### config.mk
export PLATFORM = sky130hd
export DESIGN_NAME = hdres_device_flat
export DESIGN_NICKNAME = d
export VERILOG_FILES = /design/src/rtl/hdres_pkg.sv /design/src/rtl/hdres_link_if.sv /design/src/rtl/hdres_timer.sv /design/src/rtl/hdres_device.sv /design/src/flat_wrapper.sv
export SDC_FILE = /design/constraint.sdc
export NUM_CORES = 2
export LEC_CHECK = 0
export ABC_AREA = 0
export BUFFER_PORTS_ARGS = -buffer_cell sky130_fd_sc_hd__buf_2
export CAP_MARGIN = 20
export CORE_ASPECT_RATIO = 0.5
export CORE_UTILIZATION = 48
export CTS_BUF_LIST = sky130_fd_sc_hd__clkbuf_4
export CTS_CLUSTER_DIAMETER = 30
export DETAILED_ROUTE_END_ITERATION = 8
export PLACE_DENSITY_LB_ADDON = 0.25
export SETUP_SLACK_MARGIN = 0.05
export SYNTH_ARGS = -nofsm -noshare
export SYNTH_HDL_FRONTEND = slang
export SYNTH_HIERARCHICAL = 1
export SYNTH_SLANG_ARGS = --single-unit
### constraint.sdc
create_clock -name i_ref_clk -period 11.75 [get_ports i_ref_clk]
set_input_delay 0.5875 -clock i_ref_clk [delete_from_list [all_inputs] [get_ports i_ref_clk]]
set_output_delay 0.5875 -clock i_ref_clk [all_outputs]
set_load 0.03 [all_outputs]
### src/rtl/hdres_pkg.sv
// Constants, field layout and reset values of the exposure sequencer.
// Assumes one master clock shared by sequencer and controller.
package hdres_pkg;
	// Sequencer register addresses (byte wide, multi-byte values low byte first)
	localparam logic [6:0] A_MONO = 7'h27;
	localparam logic [6:0] A_MODE = 7'h29;
	localparam logic [6:0] A_PRI = 7'h2A;
	localparam logic [6:0] A_STEP = 7'h2D;
	localparam logic [6:0] A_KP1 = 7'h30;
	localparam logic [6:0] A_KP2 = 7'h33;
	localparam logic [6:0] A_SLOPE = 7'h36;
	localparam logic [6:0] A_NFRM = 7'h37;
	localparam logic [6:0] A_SEC = 7'h38;
	localparam logic [6:0] A_FOT = 7'h49;
	localparam logic [6:0] A_CL2 = 7'h59;
	localparam logic [6:0] A_CL3 = 7'h5A;
	// Field positions
	localparam int B_EXT = 0;
	localparam int B_ILV = 1;
	localparam int B_MONO = 0;
	localparam int B_CEN = 6;
	// Reset values
	localparam logic [7:0] R_MONO = 8'h01;
	localparam logic [7:0] R_MODE = 8'h00;
	localparam logic [23:0] R_PRI = 24'h000800;
	localparam logic [23:0] R_STEP = 24'h000000;
	localparam logic [23:0] R_KP = 24'h000001;
	localparam logic [7:0] R_SLOPE = 8'h01;
	localparam logic [7:0] R_NFRM = 8'h01;
	localparam logic [23:0] R_SEC = 24'h000800;
	localparam logic [7:0] R_FOT = 8'h0A;
	localparam logic [7:0] R_CL = 8'h60;
	// Timing: one count unit is 129 master periods; overhead is 0.43*129 per fot unit
	localparam logic [7:0] PRE_LAST = 8'h80;
	localparam logic [20:0] OVH_MUL = 21'h015AB;
	localparam logic [20:0] OVH_DIV = 21'h00064;
	localparam logic [10:0] ROW_LAST = 11'h7FF;
	// Controller register offsets
	localparam logic [2:0] H_ADDR = 3'h0;
	localparam logic [2:0] H_WR = 3'h1;
	localparam logic [2:0] H_RD = 3'h2;
	localparam logic [2:0] H_STAT = 3'h3;
	localparam logic [2:0] H_PINS = 3'h4;
	localparam int H_VALID = 8;
	localparam int H_REFUSED = 9;

	typedef enum logic [4:0] {
		ST_IDLE = 5'h01,
		ST_LOAD = 5'h02,
		ST_ARMED = 5'h04,
		ST_EXPOSE = 5'h08,
		ST_READ = 5'h10
	} hdres_state_t;

	// Reset value of one sequencer byte
	function automatic logic [7:0] rst_byte(input logic [6:0] a);
		logic [7:0] v;
		v = 8'h00;
		if (a == A_MONO) v = R_MONO;
		else if (a == A_MODE) v = R_MODE;
		else if (a == A_PRI + 7'h1) v = R_PRI[15:8];
		else if (a == A_KP1 || a == A_KP2) v = R_KP[7:0];
		else if (a == A_SLOPE) v = R_SLOPE;
		else if (a == A_NFRM) v = R_NFRM;
		else if (a == A_SEC + 7'h1) v = R_SEC[15:8];
		else if (a == A_FOT) v = R_FOT;
		else if (a == A_CL2 || a == A_CL3) v = R_CL;
		return v;
	endfunction : rst_byte

	// Writable bits of one sequencer byte; unmapped bytes read zero
	function automatic logic [7:0] wr_mask(input logic [6:0] a);
		logic [7:0] m;
		m = 8'h00;
		if (a == A_MONO) m = 8'h01;
		else if (a == A_MODE) m = 8'h03;
		else if (a >= A_PRI && a <= A_NFRM + 7'h0) m = (a == A_SLOPE) ? 8'h03 : 8'hFF;
		else if (a >= A_SEC && a <= A_SEC + 7'h2) m = 8'hFF;
		else if (a == A_FOT) m = 8'hFF;
		else if (a == A_CL2 || a == A_CL3) m = 8'h7F;
		return m;
	endfunction : wr_mask

	// Row uses the odd exposure; colour parts pair rows to keep Bayer pairs
	function automatic logic row_odd(input logic [10:0] r, input logic mono);
		return mono ? r[0] : r[1];
	endfunction : row_odd
endpackage : hdres_pkg

### src/rtl/hdres_link_if.sv
// Link between camera controller and exposure sequencer.
// Register port is same-clock logic; pins are asynchronous to the sequencer.
`timescale 1ns/1ps
interface hdres_link_if;
	logic [6:0] reg_addr;
	logic [7:0] reg_wdata;
	logic reg_we;
	logic reg_re;
	logic [7:0] reg_rdata;
	logic frame_req;
	logic exposure_pin_one;
	logic exposure_pin_two;

	modport device (
		input reg_addr, reg_wdata, reg_we, reg_re, frame_req, exposure_pin_one, exposure_pin_two,
		output reg_rdata
	);
	modport host (
		output reg_addr, reg_wdata, reg_we, reg_re, frame_req, exposure_pin_one, exposure_pin_two,
		input reg_rdata
	);
endinterface : hdres_link_if

### src/rtl/hdres_timer.sv
// Interval timer: extra master cycles, then units of 129 master cycles.
// Assumes start and clear come from logic on the same clock.
`timescale 1ns/1ps
module hdres_timer
	import hdres_pkg::*;
(
	input wire logic i_ref_clk,
	input wire logic i_resetn,
	input wire logic i_clk_en,
	input wire logic i_start,
	input wire logic i_clear,
	input wire logic [23:0] i_units,
	input wire logic [20:0] i_extra,
	output logic o_busy,
	output logic o_done
);
	logic [20:0] extra;
	logic [23:0] units;
	logic [7:0] pre;

	// Last busy cycle when both counts are spent
	assign o_done = o_busy && extra == 21'h0 && units == 24'h0;

	// Overhead cycles first, then prescaled units
	always_ff @(posedge i_ref_clk)
	begin
		if (!i_resetn) begin
			o_busy <= 1'b0;
			extra <= 21'h0;
			units <= 24'h0;
			pre <= 8'h00;
		end else if (i_clk_en) begin
			if (i_start) begin
				o_busy <= 1'b1;
				extra <= i_extra;
				units <= i_units;
				pre <= 8'h00;
			end else if (i_clear || o_done) begin
				o_busy <= 1'b0;
			end else if (o_busy) begin
				if (extra != 21'h0) extra <= extra - 21'h1;
				else if (pre == PRE_LAST) begin
					pre <= 8'h00;
					units <= units - 24'h1;
				end else pre <= pre + 8'h01;
			end
		end
	end
endmodule : hdres_timer

### src/rtl/hdres_device.sv
// Exposure sequencer of the sensor: register file, wide_range_mode timing, readout.
// Assumes the controller drives the register port on this clock; pins are asynchronous.
`timescale 1ns/1ps
//
// Contract
// - Interleave bit gives rows separate exposures
// - Even rows: 129 periods times overhead plus primary
// - Odd rows use the 24-bit secondary count
// - Pin one times even rows, pin two odd
// - Colour parts keep Bayer row pairs together
// - Slope count selects one to three slopes
// - Bright pixels clamped up to twice per exposure
// - First knee interval from knee-one count
// - Second knee interval from knee-two count
// - Clamp byte: enable bit and level code
// - Primary count sets total piecewise exposure
// - Controller never combines piecewise and interleave
// - All modes except burst work internally or pin-timed
// - First burst frame uses primary count
// - Frame n adds n-1 step counts
// - Frame count sets burst length
// - Burst only with register-timed exposure
// - Source bit: registers or pin-to-request timing
// - Overhead term comes from address 73
module hdres_device
	import hdres_pkg::*;
(
	input wire logic i_ref_clk,
	input wire logic i_resetn,
	input wire logic i_clk_en,
	hdres_link_if.device link,
	output logic o_even_expose,
	output logic o_odd_expose,
	output logic o_clamp_on,
	output logic [5:0] o_clamp_code,
	output logic o_readout,
	output logic [10:0] o_row_index,
	output logic o_row_long,
	output logic [7:0] o_frame_index
);
	logic [7:0] regs [0:127];
	logic [2:0] sync1;
	logic [2:0] sync2;
	logic [2:0] pin_d;
	hdres_state_t st;
	logic [23:0] l_units;
	logic [23:0] l_step;
	logic [23:0] l_sec;
	logic [23:0] l_k1;
	logic [23:0] l_k2;
	logic [1:0] l_slope;
	logic [6:0] l_cl2;
	logic [6:0] l_cl3;
	logic l_ilv;
	logic l_ext;
	logic l_mono;
	logic [7:0] l_nfrm;
	logic [20:0] l_ovh;
	logic [1:0] knee;
	logic ext_odd;
	logic [10:0] row;
	logic a_busy;
	logic a_done;
	logic b_busy;
	logic b_done;

	// Three-byte field, low byte at the lowest address
	function automatic logic [23:0] get24(input logic [6:0] a);
		return {regs[a + 7'h2], regs[a + 7'h1], regs[a]};
	endfunction : get24

	// Overhead in master cycles: 0.43 * 129 * fot
	function automatic logic [20:0] ovh_cycles(input logic [7:0] f);
		logic [20:0] p;
		p = {13'h0000, f} * OVH_MUL;
		return p / OVH_DIV;
	endfunction : ovh_cycles

	// Live settings and pin edges
	wire cfg_ext = regs[A_MODE][B_EXT];
	wire fr_rise = sync2[0] && !pin_d[0];
	wire p1_rise = sync2[1] && !pin_d[1];
	wire p2_rise = sync2[2] && !pin_d[2];
	wire pwl_one = l_slope >= 2'd2 && l_cl2[B_CEN];
	wire pwl_two = l_slope == 2'd3 && l_cl3[B_CEN];
	wire int_go = st == ST_IDLE && fr_rise && !cfg_ext;
	wire ext_go = st == ST_IDLE && p1_rise && cfg_ext;
	wire last_row = st == ST_READ && row == ROW_LAST;
	wire seq_next = last_row && !l_ext && o_frame_index < l_nfrm;
	wire expo_end = st == ST_EXPOSE && !a_busy && (!b_busy || !l_ilv || l_ext);
	wire ext_win = st == ST_ARMED || (st == ST_EXPOSE && l_ext);

	// Timer starts: main on load (internal) or request edge (pin timed)
	wire a_start = (st == ST_LOAD && !l_ext) || (st == ST_ARMED && fr_rise);
	wire [23:0] a_units = l_ext ? 24'h0 : l_units;
	wire knee_next = b_done && knee == 2'd1 && pwl_two && !l_ilv;
	wire b_start = (st == ST_LOAD && (l_ilv ? !l_ext : pwl_one)) || knee_next;
	wire [23:0] b_units = l_ilv ? l_sec : (knee_next ? l_k2 : l_k1);

	// Next output levels
	wire next_even = (st == ST_EXPOSE && a_busy && !l_ext) || ext_win;
	wire next_odd = !l_ilv ? next_even : (l_ext ? ext_odd && ext_win : st == ST_EXPOSE && b_busy);
	wire next_clamp = knee != 2'd0 && b_busy && next_even;
	wire [5:0] next_code = knee == 2'd2 ? l_cl3[5:0] : l_cl2[5:0];

	// Register file; reads answer one cycle later, unmapped bytes read zero
	always_ff @(posedge i_ref_clk)
	begin
		if (!i_resetn) begin
			for (int i = 0; i < 128; i++) regs[i] <= rst_byte(7'(i));
			link.reg_rdata <= 8'h00;
		end else if (i_clk_en) begin
			if (link.reg_we) regs[link.reg_addr] <= link.reg_wdata & wr_mask(link.reg_addr);
			link.reg_rdata <= link.reg_re ? regs[link.reg_addr] : 8'h00;
		end
	end

	// Pin synchronisers and edge history
	always_ff @(posedge i_ref_clk)
	begin
		if (!i_resetn) begin
			sync1 <= 3'h0;
			sync2 <= 3'h0;
			pin_d <= 3'h0;
		end else if (i_clk_en) begin
			sync1 <= {link.exposure_pin_two, link.exposure_pin_one, link.frame_req};
			sync2 <= sync1;
			pin_d <= sync2;
		end
	end

	// Frame settings latch and burst step
	always_ff @(posedge i_ref_clk)
	begin
		if (!i_resetn) begin
			l_units <= R_PRI;
			l_step <= R_STEP;
			l_sec <= R_SEC;
			l_k1 <= R_KP;
			l_k2 <= R_KP;
			l_slope <= R_SLOPE[1:0];
			l_cl2 <= R_CL[6:0];
			l_cl3 <= R_CL[6:0];
			l_ilv <= R_MODE[B_ILV];
			l_ext <= R_MODE[B_EXT];
			l_mono <= R_MONO[B_MONO];
			l_nfrm <= R_NFRM;
			l_ovh <= 21'h0;
		end else if (i_clk_en) begin
			if (int_go || ext_go) begin
				l_units <= get24(A_PRI);
				l_step <= get24(A_STEP);
				l_sec <= get24(A_SEC);
				l_k1 <= get24(A_KP1);
				l_k2 <= get24(A_KP2);
				l_slope <= regs[A_SLOPE][1:0];
				l_cl2 <= regs[A_CL2][6:0];
				l_cl3 <= regs[A_CL3][6:0];
				l_ilv <= regs[A_MODE][B_ILV];
				l_ext <= cfg_ext;
				l_mono <= regs[A_MONO][B_MONO];
				l_nfrm <= regs[A_NFRM];
				l_ovh <= ovh_cycles(regs[A_FOT]);
			end else if (seq_next) begin
				l_units <= l_units + l_step;
			end
		end
	end

	// Sequence state, knee phase, pin-two capture, row and frame counters
	always_ff @(posedge i_ref_clk)
	begin
		if (!i_resetn) begin
			st <= ST_IDLE;
			knee <= 2'd0;
			ext_odd <= 1'b0;
			row <= 11'h0;
			o_frame_index <= 8'h00;
		end else if (i_clk_en) begin
			case (st)
				ST_IDLE:
				begin
					ext_odd <= 1'b0;
					o_frame_index <= 8'h00;
					if (int_go || ext_go) st <= ST_LOAD;
				end
				ST_LOAD:
				begin
					o_frame_index <= o_frame_index + 8'h01;
					knee <= (!l_ilv && pwl_one) ? 2'd1 : 2'd0;
					st <= l_ext ? ST_ARMED : ST_EXPOSE;
				end
				ST_ARMED:
				begin
					if (p2_rise) ext_odd <= 1'b1;
					if (fr_rise) st <= ST_EXPOSE;
				end
				ST_EXPOSE:
				begin
					if (knee_next) knee <= 2'd2;
					else if (b_done) knee <= 2'd0;
					if (expo_end) begin
						st <= ST_READ;
						row <= 11'h0;
						knee <= 2'd0;
					end
				end
				ST_READ:
				begin
					row <= row + 11'h1;
					if (seq_next) st <= ST_LOAD;
					else if (last_row) st <= ST_IDLE;
				end
				default: st <= ST_IDLE;
			endcase
		end
	end

	// Registered user outputs
	always_ff @(posedge i_ref_clk)
	begin
		if (!i_resetn) begin
			o_even_expose <= 1'b0;
			o_odd_expose <= 1'b0;
			o_clamp_on <= 1'b0;
			o_clamp_code <= 6'h00;
			o_readout <= 1'b0;
			o_row_index <= 11'h0;
			o_row_long <= 1'b0;
		end else if (i_clk_en) begin
			o_even_expose <= next_even;
			o_odd_expose <= next_odd;
			o_clamp_on <= next_clamp;
			o_clamp_code <= next_code;
			o_readout <= st == ST_READ;
			o_row_index <= row;
			o_row_long <= st == ST_READ && l_ilv && row_odd(row, l_mono);
		end
	end

	// Main exposure timer
	hdres_timer u_tim_a (
		.i_ref_clk(i_ref_clk),
		.i_resetn(i_resetn),
		.i_clk_en(i_clk_en),
		.i_start(a_start),
		.i_clear(1'b0),
		.i_units(a_units),
		.i_extra(l_ovh),
		.o_busy(a_busy),
		.o_done(a_done)
	);

	// Odd-row or knee timer; cut short when the exposure ends
	hdres_timer u_tim_b (
		.i_ref_clk(i_ref_clk),
		.i_resetn(i_resetn),
		.i_clk_en(i_clk_en),
		.i_start(b_start),
		.i_clear(expo_end),
		.i_units(b_units),
		.i_extra(l_ovh),
		.o_busy(b_busy),
		.o_done(b_done)
	);
endmodule : hdres_device

### src/flat_wrapper.sv
// flat-port wrapper written by rule: the top's interface ports become plain ports
module hdres_device_flat import hdres_pkg::*;
  (i_ref_clk, i_resetn, i_clk_en, o_even_expose, o_odd_expose, o_clamp_on, o_clamp_code, o_readout, o_row_index, o_row_long, o_frame_index, link_reg_addr, link_reg_wdata, link_reg_we, link_reg_re, link_frame_req, link_exposure_pin_one, link_exposure_pin_two, link_reg_rdata);
  hdres_link_if link_i ();
  input wire logic i_ref_clk;
  input wire logic i_resetn;
  input wire logic i_clk_en;
  output logic o_even_expose;
  output logic o_odd_expose;
  output logic o_clamp_on;
  output logic [5:0] o_clamp_code;
  output logic o_readout;
  output logic [10:0] o_row_index;
  output logic o_row_long;
  output logic [7:0] o_frame_index;
  input wire logic [$bits(link_i.reg_addr)-1:0] link_reg_addr;
  input wire logic [$bits(link_i.reg_wdata)-1:0] link_reg_wdata;
  input wire logic [$bits(link_i.reg_we)-1:0] link_reg_we;
  input wire logic [$bits(link_i.reg_re)-1:0] link_reg_re;
  input wire logic [$bits(link_i.frame_req)-1:0] link_frame_req;
  input wire logic [$bits(link_i.exposure_pin_one)-1:0] link_exposure_pin_one;
  input wire logic [$bits(link_i.exposure_pin_two)-1:0] link_exposure_pin_two;
  output wire logic [$bits(link_i.reg_rdata)-1:0] link_reg_rdata;
  assign link_i.reg_addr = link_reg_addr;
  assign link_i.reg_wdata = link_reg_wdata;
  assign link_i.reg_we = link_reg_we;
  assign link_i.reg_re = link_reg_re;
  assign link_i.frame_req = link_frame_req;
  assign link_i.exposure_pin_one = link_exposure_pin_one;
  assign link_i.exposure_pin_two = link_exposure_pin_two;
  assign link_reg_rdata = link_i.reg_rdata;
  hdres_device u_core (.i_ref_clk(i_ref_clk), .i_resetn(i_resetn), .i_clk_en(i_clk_en), .link(link_i), .o_even_expose(o_even_expose), .o_odd_expose(o_odd_expose), .o_clamp_on(o_clamp_on), .o_clamp_code(o_clamp_code), .o_readout(o_readout), .o_row_index(o_row_index), .o_row_long(o_row_long), .o_frame_index(o_frame_index));
endmodule
Word level (Yosys, flattened, before mapping)
Memories as Yosys holds them, arrays and structs flattened. A register that Yosys moved wholly into a read port is not among the register bits.
Cells that the tools add are included.
{ "totals": {"regBits": 221, "ram_bits": 1024, "in_bits": 23, "out_inout_bits": 38, "word_cells": 263, "mem_count": 1} }
{ "mem_list": {"columns": ["memory", "depth", "width", "read_ports", "rd_ports_with_merged_regs", "wr", "line", "source"], "rows": [
  ["u_core.regs", 128, 8, 23, 17, 128, "hdres_device.sv:41", "logic [7:0] regs [0:127];"]
]} }
{ "classes": {"addsub": 9, "mul": 1, "n_div": 1, "magnitude_cmp": 6, "eq_ne": 27, "muxes": 83, "bitwise_logic": 1, "reduce_logical": 106} }
{ "op_table": {"columns": ["operator", "n"], "rows": [
  ["$mux W24", 15],
  ["$mux W8", 26],
  ["$mux W21", 8],
  ["$logic_not A24 Y1", 2],
  ["$sub A24 B1 Y24 const B", 2],
  ["$logic_not A21 Y1", 2],
  ["$reduce_bool A21 Y1", 2],
  ["$sub A21 B1 Y21 const B", 2],
  ["$logic_and A1 B1 Y1", 36],
  ["$reduce_bool A2 Y1", 14],
  ["$logic_not A1 Y1", 25],
  ["$mux W5", 5],
  ["$pmux W5 S5", 1],
  ["$add A24 B24 Y24", 1],
  ["$add A8 B1 Y8 const B", 3],
  ["$pmux W11 S2", 1],
  ["$div A21 B7 Y21 const B", 1],
  ["$eq A7 B6 Y1 const B", 3],
  ["$eq A7 B7 Y1 const B", 3],
  ["$mul A8 B13 Y21 const B", 1],
  ["$eq A8 B8 Y1 const B", 2],
  ["$mux W1", 16],
  ["$pmux W8 S2", 1],
  ["$reduce_and A4 Y1", 4],
  ["other kinds (30)", 58]
]} }

Logic depth before layout (Yosys ltp)
{ "logic_depth": {"word_depth": 13, "depth_mapped": 52, "depth_no_buf": 44} }

By module
Netlist, hierarchy kept.
{ "by_module_without_submodules": {"columns": ["module", "n_inst", "cells_each", "area_per_inst_um2", "seq_area_each_um2"], "rows": [
  ["hdres_device", 1, 4402, 56773.2, 35313.9],
  ["hdres_timer", 2, 497, 3773.6, 1081.0]
]} }

Least setup slack after synthesis
OpenSTA, ideal clock, no wires.
{ "synth_timing": {"path_type": "register to register", "startpoint": "memory u_core.regs[73][6]", "endpoint": "register u_core.l_ovh[0]", "arrival_time_ps": 11586, "required_ps": 11616, "setup_slack_ps": 31, "path_stages_with_launch": 45, "n_path_buf": 2, "period_less_slack_ps": 11719, "cell_sequence": "edfxtp_1 ha_1 inv_1 fa_1 inv_1 fa_1 fa_1 ha_1 and2_4 a221o_1 or3_1 a211oi_1 nand4_1 or4_1 nor4b_1 or4_4 nand3_2 a21oi_4 (+9 left out) mux2_2 nor4_1 and4bb_1 buf_6 or2_0 a41o_1 a21oi_2 a2111oi_1 a211oi_2 a311oi_1 a211o_1 a2111o_1 and4_4 nor3_4 o21a_1 mux2_1 nor2_1 a211oi_2"} }
{ "synth_rtl": {"columns": ["item", "line", "source"], "rows": [
  ["from (decl)", "hdres_device.sv:41", null],
  ["to (signal assigned)", "hdres_device.sv:163", "l_ovh <= ovh_cycles(regs[A_FOT]);"],
  ["to (decl)", "hdres_device.sv:58", "logic [20:0] l_ovh;"]
]} }

==> flow_summary.ini <==
[clocking]
max-clock-path-buffers = 4
numCtsBuffers = 337
cts_root_buffer = clkbuf_4
h-tree-depth = 5
cts.sink_count = 1360
clk-insertion-delay-late_ns = 1.29
cts_tree = done
clk_pin_slew_ns = 0.07

[critical_path]
r2r_cells = 48
crit_path_max_fanout = 5
slowest_stage = or4_4
cp.required_ns = 12.79
arrival_ns = 12.86
cpMostUsedCell = buf_4
path_class = flop to flop
crit-reg2reg-launch = u_core/regs[73][7]$_SDFFCE_PN0P_
setup.worst_path.start = u_core/regs[73][7]$_SDFFCE_PN0P_
r2r-end = u_core/l_ovh[0]$_SDFFE_PN0P_
endpoint_kind = flop
cpPeakStageDelay_ns = 0.60
start_kind = flop
r2r_setup_slack_ns = -0.07

[floorplan]
io_pins = 61
dieArea_um2 = 136000
dieWidth_um = 520
chipHeight_um = 261
start_util_pct = 48.7
core-area_um2 = 132000
rows = 94

[run_status]
status = complete, but fails checks
violations = negative setup slack

[global_route]
globalRouteOverflowTotal = 0
grt_max_degree = 146
grtUsageTotal_pct = 28.8
grt_pass1_wl_um = 295000
grt_pass1_vias = 49200
antenna_found_initial = 6

[placement]
io_buffers = 60
place_congestion = 0.889
hpwl_um = 132000

[final_layout]
drive_above_1_share_pct = 22.1
layout.nets = 7022
multi_input_area_um2 = 29200
area_growth_syn_to_layout_pct = 21.3
post-route-util_pct = 59.0
seq_area_um2 = 37500
fillers = 10900

[sta]
hold_viol = 0
relSlewSlack_pct = 17.6
finalMaxSlewViolations = 0
worst_slew_pin_slew_ns = 1.23
rsz0062_at_grt = yes
min_period_ns = 11.82
finClkSkew_ns = 0.0893
worst_slack_ns = -0.0730
fmax_mhz = 84.6
finalCritPeriodShare_pct = 101
setup_tns_ns = -0.0730
setup_violations = 1

[detailed_routing]
via_count = 50500
drc_errors = 0
antenna_left = 0
first_pass_iters = 6
drtIter0Drc = 5368
via_per_inst = 5.68
wl_per_cell_um = 22.2
wl_um = 197000

[hold_path]
holdCritPathClass = primary input to flop
hp-start = link_reg_wdata[7]
hold_depth = 3
min_to = u_core/regs[50][7]$_SDFFCE_PN0P_

[yosys]
syn-instance-count = 5395
yosysWarnings = 6
syn_area_um2 = 64300
postSynthAreaPerCell_um2 = 11.9

[run]
cap_violations = 0
-- per-layer routing --
metal	vias to the layer above	GRT usage, %	wire length, um	share of wire (%)
li1	23000	-	-	-
met1	24600	38.2	80100	41
met2	2478	45.6	90600	46
met3	380	6.26	18800	9.6
met4	0	12.8	7310	3.7
met5	-	0	0	0
-- critical path, delay by kind of cell, from the launching register on --
kind,cells,cell delay [ns]
flip-flops,1,0.40
AO/OA/AOI/OAI,20,4.80
multiplexers,1,0.33
adder cells (fa/ha/maj),5,2.11
XOR/XNOR,2,0.28
buffers and inverters,8,1.11
AND/OR/NAND/NOR,12,2.60
-- through the flow --
step	cells	instance area, um^2	setup WS [ns]	hold slack (ns)
2_1_floorplan	6280	67600	0.143	0.432
3_3_place_gp	8259	72600	-0.426	0.442
3_5_place_dp	8264	72600	-0.373	0.446
4_1_cts	8863	77700	0.0362	0.0562
5_1_grt	8881	78000	-0.625	0.0915
6_report	8886	78000	-0.0730	0.135
-- timing repair --
item,4_1_cts,5_1_grt
buffers inserted,11,12
setup endpoints to repair,2,3
endpoints found under the hold margin,176,0
pin swaps,48,24
resized for setup,103,47
hold buffers,24,0
-- cell type report --
| type | instances | area share, % |
|---|---|---|
| Timing Repair Buffer | 599 | 5.81 |
| Multi-Input combinational cell | 4464 | 37.4 |
| Clock buffer | 505 | 4.86 |
| Antenna cell | 7 | 0.0224 |
| Tap cell | 1776 | 2.85 |
| Inverter | 116 | 0.566 |
| Clock inverter | 59 | 0.465 |
| Sequential cell | 1360 | 48.0 |
-- registers in the layout, indices dropped and copies added, names as in the netlist, 11 cells and up --
signal,count
u_core/row,11
u_core/l_step,24
u_core/l_sec,24
u_core/u_tim_b/units,24
u_core/regs,1024
u_core/o_row_index,11
u_core/l_units,24
u_core/u_tim_b/extra,21
u_core/u_tim_a/extra,21
u_core/l_k2,24
u_core/u_tim_a/units,24
u_core/l_k1,24
u_core/l_ovh,15
-- worst max path at each step --
stage,end,cells after the start
finish,u_core/l_ovh[0]$_SDFFE_PN0P_,48
global placement,u_core/l_ovh[0]$_SDFFE_PN0P_,47
CTS,u_core/l_ovh[0]$_SDFFE_PN0P_,49
detailed placement,u_core/l_ovh[0]$_SDFFE_PN0P_,43
floorplan,u_core/l_ovh[0]$_SDFFE_PN0P_,44
global route,u_core/l_ovh[0]$_SDFFE_PN0P_,54
-- layout by cell type, fill, tap and decap left out, types with 55 or more instances in the layout --
cell / instances
a21oi_1: 371
a221oi_1: 92
a22oi_1: 69
a31oi_1: 55
buf_2: 57
buf_4: 506
clkbuf_4: 505
conb_1: 886
dfxtp_1: 335
edfxtp_1: 1024
ha_1: 93
inv_1: 112
mux2_2: 86
mux2i_1: 173
mux4_2: 141
nand2_1: 561
nand3_1: 118
nand4_1: 60
nor2_1: 445
nor3_1: 81
o211ai_1: 57
o21ai_0: 237
Power is left out: the tool's default activity adds up to more than one toggle a clock period on the data nets, which glitch-free logic cannot reach.
